File: config.mk
export PLATFORM = sky130hd
export DESIGN_NAME = data_address_generation
export DESIGN_NICKNAME = d
export VERILOG_FILES = /design/src/core/data_address_generation.v
export VERILOG_INCLUDE_DIRS = /design/src /design/src/common
export SDC_FILE = /design/constraint.sdc
export NUM_CORES = 1
export LEC_CHECK = 0
export BUFFER_PORTS_ARGS = -buffer_cell sky130_fd_sc_hd__clkbuf_2
export CAP_MARGIN = 15
export CELL_PAD_IN_SITES_DETAIL_PLACEMENT = 1
export CELL_PAD_IN_SITES_GLOBAL_PLACEMENT = 1
export CORE_MARGIN = 2
export CORE_UTILIZATION = 41
export CTS_BUF_LIST = sky130_fd_sc_hd__clkbuf_4 sky130_fd_sc_hd__clkbuf_8
export DETAILED_ROUTE_END_ITERATION = 7
export HOLD_SLACK_MARGIN = 0.08
export PLACE_DENSITY_LB_ADDON = 0.1
export SYNTH_ARGS = -nofsm -noshare
export SYNTH_HDL_FRONTEND = slang
export SYNTH_SLANG_ARGS = --single-unit
File: constraint.sdc
create_clock -name clk -period 6.4 [get_ports clk]
set_input_delay 0 -clock clk [delete_from_list [all_inputs] [get_ports clk]]
set_output_delay 0 -clock clk [all_outputs]
set_load 0.05 [all_outputs]
File: src/common/agen_regs.vh
`ifndef AGEN_REGS_VH
`define AGEN_REGS_VH
// Page select registers
`define PAGE_RESET         10'h001
`define PAGE_ZERO          10'h000
`define PAGE_PROG_MIN      10'h200
`define PAGE_PROG_BIT      9
`define WPAGE_RESET        9'h001
`define WPAGE_ZERO         9'h000
// Base space
`define BASE_ALWAYS_TOP    16'h2FFF
`define BASE_UPPER_BIT     15
`define NEAR_FIELD_W       13
// Stack
`define SP_RESET           16'h1000
`define STEP_WORD          16'h0002
// Pointer register numbers
`define PTR_SP             4'hF
`define PTR_FP             4'hE
`define MAC_REG_FIRST      4'h8
`define MAC_REG_LAST       4'hB
`define MAC_X_IDX          4'h9
`define MAC_Y_IDX          4'hB
`define MAC_STEP_1         4'h2
`define MAC_STEP_2         4'h4
`define MAC_STEP_3         4'h6
// Addressing modes
`define AM_DIRECT          3'h0
`define AM_INDIRECT        3'h1
`define AM_POST            3'h2
`define AM_PRE             3'h3
`define AM_INDEXED         3'h4
`define AM_LIT_OFS         3'h5
`define AM_FILE            3'h6
`define AM_LITERAL         3'h7
// Stack operations
`define SO_NONE            3'h0
`define SO_PUSH            3'h1
`define SO_POP             3'h2
`define SO_CALL            3'h3
`define SO_EXC             3'h4
`define SO_RET             3'h5
// Register port map
`define REG_RPAGE          4'h0
`define REG_WPAGE          4'h1
`define REG_SP             4'h2
`define REG_FP             4'h3
`define REG_FLAGS          4'h4
`endif

File: src/core/data_address_generation.v
`include "agen_regs.vh"
`default_nettype none
module data_address_generation (
   // Clock and reset
   input  wire        clk,
   input  wire        reset,
   input  wire        clk_en,
   // Register port
   input  wire [3:0]  reg_addr,
   input  wire [15:0] reg_wdata,
   input  wire        reg_wr,
   input  wire        reg_rd,
   output reg  [15:0] reg_rdata,
   // Operand request from decode
   input  wire        op_valid,
   input  wire        op_is_write,
   input  wire        op_move_class,
   input  wire        op_mac_class,
   input  wire [2:0]  op_mode,
   input  wire [3:0]  op_ptr_sel,
   input  wire [15:0] op_ptr_val,
   input  wire [15:0] op_base_val,
   input  wire [15:0] op_lit,
   input  wire [3:0]  op_mod,
   input  wire        op_mod_dec,
   input  wire [12:0] op_file_addr,
   input  wire        frame_pointer_active,
   // Stack request from decode
   input  wire [2:0]  stack_op,
   input  wire [15:0] stack_wdata,
   input  wire [22:0] pc_value,
   input  wire [7:0]  status_low_byte,
   // Operand result
   output reg         addr_valid,
   output reg  [23:0] ext_addr,
   output reg         addr_prog_space,
   output reg         addr_is_write,
   output reg  [15:0] ptr_wb_val,
   output reg         ptr_wb_en,
   output reg  [3:0]  ptr_wb_sel,
   output reg         addr_error,
   output reg         mode_error,
   // Stack memory port
   output reg         stk_valid,
   output reg         stk_write,
   output reg  [15:0] stk_addr,
   output reg  [15:0] stk_wdata,
   output reg  [15:0] sp_out
);
   // ****************************************
   // State
   // ****************************************
   // One-hot stack sequencer states
   localparam [2:0] ST_IDLE = 3'b001;
   localparam [2:0] ST_HIGH = 3'b010;
   localparam [2:0] ST_POP2 = 3'b100;
   reg [9:0]  rpage_r;
   reg [8:0]  wpage_r;
   reg [15:0] sp_r;
   reg [15:0] fp_r;
   reg [2:0]  st_r;
   reg [15:0] hi_word_r;
   reg [15:0] sp_nxt;

   // ****************************************
   // Software write decode
   // ****************************************
   // A zero page write is dropped, so the upper half never reaches page zero
   // through software; the write page has no program-space bit at all
   wire        rpage_sw_wr = reg_wr && (reg_addr == `REG_RPAGE)
                             && (reg_wdata[9:0] != `PAGE_ZERO);
   wire        wpage_sw_wr = reg_wr && (reg_addr == `REG_WPAGE)
                             && (reg_wdata[8:0] != `WPAGE_ZERO);
   wire        fp_sw_wr    = reg_wr && (reg_addr == `REG_FP);
   wire        sp_sw_wr    = reg_wr && (reg_addr == `REG_SP);
   wire [15:0] sp_sw_val   = {reg_wdata[15:1], 1'b0};

   // ****************************************
   // Register read mux
   // ****************************************
   // Unmapped offsets and idle cycles read as zero;
   // the registered copy stands only in the cycle after the strobe
   reg [15:0] rdata_nxt;
   always @* begin
      rdata_nxt = 16'h0000;
      if (reg_rd) begin
         case (reg_addr)
            `REG_RPAGE: rdata_nxt = {6'h00, rpage_r};
            `REG_WPAGE: rdata_nxt = {7'h00, wpage_r};
            `REG_SP: rdata_nxt = sp_r;
            `REG_FP: rdata_nxt = fp_r;
            `REG_FLAGS: rdata_nxt = {13'h0000, st_r};
            default: rdata_nxt = 16'h0000;
         endcase
      end
   end

   // ****************************************
   // Multiply-accumulate operand limits
   // ****************************************
   // Pointers eight and nine feed the X read unit, ten and eleven the Y unit;
   // any other pointer or mode is flagged on mode_error, never as an address
   reg mac_reg_bad;
   reg mac_idx_bad;
   reg mac_step_bad;
   reg mac_mode_bad;
   reg mac_bad;
   always @* begin
      mac_reg_bad = (op_ptr_sel < `MAC_REG_FIRST) || (op_ptr_sel > `MAC_REG_LAST);
      // Register offset form exists for one X and one Y pointer only
      mac_idx_bad = 1'b0;
      if (op_mode == `AM_INDEXED) begin
         if (op_ptr_sel != `MAC_X_IDX && op_ptr_sel != `MAC_Y_IDX)
            mac_idx_bad = 1'b1;
      end
      // Post-modify steps are fixed: two, four or six
      // Decrementing steps are not offered to this class
      mac_step_bad = 1'b0;
      if (op_mode == `AM_POST) begin
         if (op_mod_dec)
            mac_step_bad = 1'b1;
         else if (op_mod != `MAC_STEP_1 && op_mod != `MAC_STEP_2 && op_mod != `MAC_STEP_3)
            mac_step_bad = 1'b1;
      end
      case (op_mode)
         `AM_INDIRECT: mac_mode_bad = 1'b0;
         `AM_POST: mac_mode_bad = 1'b0;
         `AM_INDEXED: mac_mode_bad = 1'b0;
         default: mac_mode_bad = 1'b1;
      endcase
      mac_bad = mac_reg_bad || mac_idx_bad || mac_step_bad || mac_mode_bad;
   end

   // ****************************************
   // Effective address
   // ****************************************
   reg [15:0] ea;
   reg [15:0] mod_val;
   reg [15:0] ptr_nxt;
   reg        wb;
   reg        bad_mode;
   reg        upper;
   reg        is_stack_ptr;
   reg [9:0]  page;
   reg [23:0] xa;
   reg        trap;
   reg        prog;
   always @* begin
      // Decrement is the two's complement of the modify amount
      mod_val = op_mod_dec ? (16'h0000 - {12'h000, op_mod}) : {12'h000, op_mod};
      ea = op_ptr_val;
      ptr_nxt = op_ptr_val;
      wb = 1'b0;
      bad_mode = 1'b0;
      case (op_mode)
         `AM_INDIRECT: ea = op_ptr_val;
         `AM_POST: begin
            ea = op_ptr_val;
            ptr_nxt = op_ptr_val + mod_val;
            wb = 1'b1;
         end
         `AM_PRE: begin
            ea = op_ptr_val + mod_val;
            ptr_nxt = ea;
            wb = 1'b1;
         end
         `AM_INDEXED: begin
            ea = op_ptr_val + op_base_val;
            bad_mode = !(op_move_class || op_mac_class);
         end
         `AM_LIT_OFS: ea = op_ptr_val + op_lit;
         `AM_FILE: ea = {3'h0, op_file_addr};
         default: ea = op_ptr_val;
      endcase
      if (op_mac_class && mac_bad)
         bad_mode = 1'b1;
      // The stack pointer, and the frame pointer while frame_pointer_active is set, are never paged
      is_stack_ptr = (op_ptr_sel == `PTR_SP) || (op_ptr_sel == `PTR_FP && frame_pointer_active);
      upper = ea[`BASE_UPPER_BIT] && !is_stack_ptr && op_mode != `AM_FILE;
      // Sources use the read page, destinations the write page
      page = op_is_write ? {1'b0, wpage_r} : rpage_r;
      trap = 1'b0;
      prog = 1'b0;
      if (upper) begin
         xa = {page[8:0], ea[14:0]};
         // Page zero through the upper half would alias base memory
         if (page == `PAGE_ZERO) trap = 1'b1;
         if (!op_is_write && page[`PAGE_PROG_BIT]) prog = 1'b1;
      end else begin
         xa = {8'h00, ea};
      end
   end

   // ****************************************
   // Registers and stack
   // ****************************************
   // Call and exception push two words over two cycles; return pops two.
   // A stack request during the second cycle is ignored.
   always @* begin
      sp_nxt = sp_r;
      case (st_r)
         ST_IDLE: begin
            case (stack_op)
               `SO_PUSH, `SO_CALL, `SO_EXC: sp_nxt = sp_r + `STEP_WORD;
               `SO_POP, `SO_RET: sp_nxt = sp_r - `STEP_WORD;
               default: sp_nxt = sp_r;
            endcase
         end
         ST_HIGH: sp_nxt = sp_r + `STEP_WORD;
         ST_POP2: sp_nxt = sp_r - `STEP_WORD;
         default: sp_nxt = sp_r;
      endcase
   end

   always @(posedge clk or posedge reset) begin
      if (reset) begin
         rpage_r <= `PAGE_RESET;
         wpage_r <= `WPAGE_RESET;
         sp_r <= `SP_RESET;
         fp_r <= 16'h0000;
         st_r <= ST_IDLE;
         hi_word_r <= 16'h0000;
         reg_rdata <= 16'h0000;
         addr_valid <= 1'b0;
         ext_addr <= 24'h000000;
         addr_prog_space <= 1'b0;
         addr_is_write <= 1'b0;
         ptr_wb_val <= 16'h0000;
         ptr_wb_en <= 1'b0;
         ptr_wb_sel <= 4'h0;
         addr_error <= 1'b0;
         mode_error <= 1'b0;
         stk_valid <= 1'b0;
         stk_write <= 1'b0;
         stk_addr <= 16'h0000;
         stk_wdata <= 16'h0000;
         sp_out <= `SP_RESET;
      end else if (clk_en) begin
         reg_rdata <= rdata_nxt;
         if (rpage_sw_wr)
            rpage_r <= reg_wdata[9:0];
         if (wpage_sw_wr)
            wpage_r <= reg_wdata[8:0];
         if (fp_sw_wr)
            fp_r <= reg_wdata;
         // Software write wins over stack activity; bit zero always cleared
         if (sp_sw_wr)
            sp_r <= sp_sw_val;
         else
            sp_r <= {sp_nxt[15:1], 1'b0};
         sp_out <= sp_sw_wr ? sp_sw_val : {sp_nxt[15:1], 1'b0};
         // Operand result: one cycle after the request, standing one cycle.
         // A trap or an illegal mode blocks the access and the write-back.
         addr_valid <= op_valid && !trap && !bad_mode && !(prog && op_is_write);
         ext_addr <= xa;
         addr_prog_space <= op_valid && prog;
         addr_is_write <= op_is_write;
         addr_error <= op_valid && trap;
         mode_error <= op_valid && bad_mode;
         ptr_wb_en <= op_valid && wb && !trap && !bad_mode;
         ptr_wb_val <= ptr_nxt;
         ptr_wb_sel <= op_ptr_sel;
         // Stack sequence
         // Stack addresses stay in base space whatever the page registers hold
         stk_valid <= 1'b0;
         stk_write <= 1'b0;
         case (st_r)
            ST_IDLE: begin
               case (stack_op)
                  `SO_PUSH: begin
                     stk_valid <= 1'b1;
                     stk_write <= 1'b1;
                     stk_addr <= sp_r;
                     stk_wdata <= stack_wdata;
                  end
                  `SO_CALL, `SO_EXC: begin
                     stk_valid <= 1'b1;
                     stk_write <= 1'b1;
                     stk_addr <= sp_r;
                     stk_wdata <= pc_value[15:0];
                     hi_word_r <= (stack_op == `SO_EXC) ?
                        {status_low_byte, 1'b0, pc_value[22:16]} :
                        {8'h00, 1'b0, pc_value[22:16]};
                     st_r <= ST_HIGH;
                  end
                  `SO_POP: begin
                     stk_valid <= 1'b1;
                     stk_addr <= sp_r - 16'h0002;
                  end
                  `SO_RET: begin
                     stk_valid <= 1'b1;
                     stk_addr <= sp_r - 16'h0002;
                     st_r <= ST_POP2;
                  end
                  default: st_r <= ST_IDLE;
               endcase
            end
            ST_HIGH: begin
               stk_valid <= 1'b1;
               stk_write <= 1'b1;
               stk_addr <= sp_r;
               stk_wdata <= hi_word_r;
               st_r <= ST_IDLE;
            end
            ST_POP2: begin
               stk_valid <= 1'b1;
               stk_addr <= sp_r - 16'h0002;
               st_r <= ST_IDLE;
            end
            default: st_r <= ST_IDLE;
         endcase
      end
   end
endmodule
`default_nettype wire

==> metrics.md <==
| Metric | Value |
|---|---|
| Status | `completed` |
| Final Max Slew Viols | `0` |
| First-pass GRT wire length | `approximately 58000 um` |
| Drt first pass iters | `5` |
| Number of synthesized flops with an enable pin | `0` |
| PostCTS Resize Cnt | `0` |
| Worst Path Required | `about 6.8 ns` |
| Clock share of power | `19.7%` |
| Layout cell share with drive strength beyond 1 | `a little over a quarter` |
| Cell variety after synth | `between 70 and 80` |
| Cell count along the critical path | `11` |
| Routed len/inst | `20.43 um` |
| Post-synth top area share | `roughly two fifths` |
| ANT cells | `0` |
| Critical Path AT | `4.55 ns` |
| CP max-delay cell | `o311ai_0` |
| Clock latency on the worst-skew pair | `0.47 ns` |
| Asr flop ratio synth | `100.0%` |
| CP max FO | `32` |
| H-tree depth | `4` |
| WHS Path Cells | `6` |
| Buf/Inv on CP | `1` |
| Worst vdd ir | `between 150 and 200 uV` |
| Commonest non-fill, non-tap cell in the layout | `clkbuf_2` |
| Routing usage on met3 | `5.187%` |
| GR peak layer | `met2` |
| Synthesized area | `10140 um2` |
| ANT nets after route | `0` |
| Placer Congestion | `about 0.90` |
| Nets | `1632` |
| RSZ-0062 raised after global routing | `no` |
| Global Route met2 Usage | `46.23%` |
| FF+latch count, synth | `167` |
| Row cnt | `57` |
| Initial Utilization | `41.70%` |
| TritonCTS clock tree | `built` |
| Crit path kind | `input pin to flip-flop` |
| Crit path time final | `approximately 4.2 ns` |
| First-iteration detailed-routing DRC count | `between 600 and 700` |
| Mapped Cells | `1098` |
| Switch Pwr | `1.874 mW` |
| Initial antenna violation count | `0` |
| Die width | `roughly 160 um` |
| Worst Setup End Kind | `flip-flop` |
| Setup bufs post-CTS | `0` |
| Most frequent cells in the layout | `265 x clkbuf_2, 163 x dfrtp_1, 133 x nand2_1` |
| Cell family with the largest share of critical-path delay | `compound AO/OA/AOI/OAI gates` |
| Hold Path Class | `input pin to flip-flop` |
| Via count of the first global-routing pass | `10400` |
| Slack of the critical path | `around 2.2 ns` |
| Rel. slew slack | `13.82%` |
| Combinational group share of total power | `41.5%` |
| Gr usage total | `27.90%` |
| DRC Markers | `0` |
| MaxCap Viol Count | `0` |
| Cell Int Power | `between 2 and 2.5 mW` |
| Grt ovf | `0` |
| Critical-path cell list | `clkbuf_2 -> nand3b_1 -> mux2_2 -> ha_1 -> a211oi_1 -> nor2_1 -> o311ai_0 -> a31oi_1 -> o211ai_2 -> nand3_2 -> o32ai_1` |
| Core Region | `24320 um2` |
| Switching share of power | `a little under half` |
| Max frequency | `roughly 0.24 GHz` |
| Clock sinks | `167` |
| Final hold violation count | `0` |
| IO Pins | `269` |
| Power Dens Cells | `about 300 nW/um2` |
| Die height | `~160 um` |
| CTS buffer count | `17` |
| Post-Route WL | `36330 um` |
| Sequential element share of the synthesized area | `between 40% and 50%` |
| Yosys warning count | `0` |
| GR Util met1 | `38.39%` |
| Largest net degree at the start of global routing | `100` |
| Vias per std cell | `5.666` |
| Leakage | `6.161 nW` |
| Die area | `26010 um2` |
| Syn Area/Cell | `9.236 um2` |
| Area delta synth->final | `30.57%` |
| Clock transition at path regs | `0.10 ns` |
| Fin crit share | `about two thirds` |
| Worst stage delay on the critical path | `1.05 ns` |
| Post-synth top area cell | `dfrtp_1` |
| Setup violators final | `0` |
| Buffers on Ports | `roughly 270` |
| CP Launch Type | `input pin` |
| Worst Skew | `0.02038 ns` |
| Core Util, Final | `54.45%` |
| Slew @ Worst Pin | `1.277 ns` |
| Dpl hpwl | `25280 um` |
| Setup TNS | `0 ns` |
| Register share of total power | `38.8%` |
| Synth top area cells | `dfrtp_1 40%, mux2_2 7.2%, nand2_1 4.9%` |
| Via Count | `10080` |
| Synth Flop Type | `dfrtp_1` |
| Worst Reg-to-Reg Cells | `7` |
| Dpl ws | `1.861 ns` |
| Clock Path Buffers | `2` |
| Root buffer cell | `clkbuf_8` |
## power by group through the flow
stage               logic [mW]  registers (mW)  clock network [mW]
floorplan                0.646            1.99                   0
global placement          1.54            1.54                   0
detailed placement        1.57            1.55                   0
CTS                       1.64            1.53               0.795
global route              1.77            1.57               0.835
finish                    1.64            1.54               0.779
## worst min-delay path: stages
cell,delay (ns)
clkbuf_2,0.08
mux2i_1,0.07
nand2_1,0.07
o211ai_1,0.08
o21ai_0,0.11
mux2_2,0.16
## layer usage
layer / part of all wire (%) / vias to the layer above
met5: 0 / -
met4: 1.2 / 0
met3: 6.0 / 32
met2: 47 / 325
met1: 46 / 5011
li1: - / 4707
## worst paths after layout
path	from	endpoint	slack (ns)
min in group asynchronous	reset	ext_addr[5]	0.28
min	op_file_addr[9]	ext_addr[9]	0.15
max	op_mode[2]	addr_prog_space	2.21
max reg2reg	st_r[0]	sp_r[2]	3.58
min reg2reg	reg_rdata[8]	reg_rdata[8]	0.49
max in group asynchronous	reset	ptr_wb_val[13]	4.57
## cells in the mapped netlist (13+ instances only)
cell type  number
dfrtp_1       163
nand2_1       133
a21oi_1        91
nor2_1         83
o21ai_0        79
mux2_2         65
clkbuf_1       51
ha_1           36
mux2i_1        30
a31oi_1        28
xnor2_1        28
inv_1          27
a21o_1         18
nand3_1        18
nor3_1         18
o2bb2ai_1      17
o22ai_1        15
xor2_1         13
## area by class of cell
class / count / area [um2]
Clock inverter: 14 / 156.4
Inverter: 29 / 113.9
Timing Repair Buffer: 386 / 2525
Tap cell: 324 / 405.4
Sequential cell: 167 / 4184
Fill cell: 2880 / 11080
Clock buffer: 18 / 241.5
Multi-Input combinational cell: 840 / 5615
## per-stage QoR
step | cell area, um2 | hold WS [ns] | total power [mW] | std cells
3_3_place_gp | 11730 | 0.2311 | 3.084 | 1637
3_5_place_dp | 11730 | 0.2387 | 3.121 | 1637
6_report | 13240 | 0.1534 | 3.959 | 1778
2_1_floorplan | 10140 | 0.1360 | 2.633 | 1099
4_1_cts | 13190 | 0.1043 | 3.959 | 1775
5_1_grt | 13240 | 0.1526 | 4.170 | 1778
## cell families after synthesis
logic type,after synthesis,synth area share (%)
xor+xnor,42,3.775
compound gates,342,21.89
buf+inv,92,3.529
mux,95,10.18
other cells,1,0.03698
simple gates,321,14.50
flops,167,41.26
fa+ha+maj,38,4.837
## sequential cells by signal (all words and copies together), names as in the netlist, 3 cells and up
register,count
stk_wdata,16
wpage_r,9
sp_r,15
ext_addr,24
hi_word_r,15
stk_addr,15
rpage_r,10
reg_rdata,16
fp_r,16
st_r,3
ptr_wb_sel,4
ptr_wb_val,16
## what timing repair did
action	CTS	global route
setup endpoints to repair	0	0
endpoints found under the hold margin	223	0
hold buffers	106	0
Note: power is estimated with default switching activity, not from simulation.
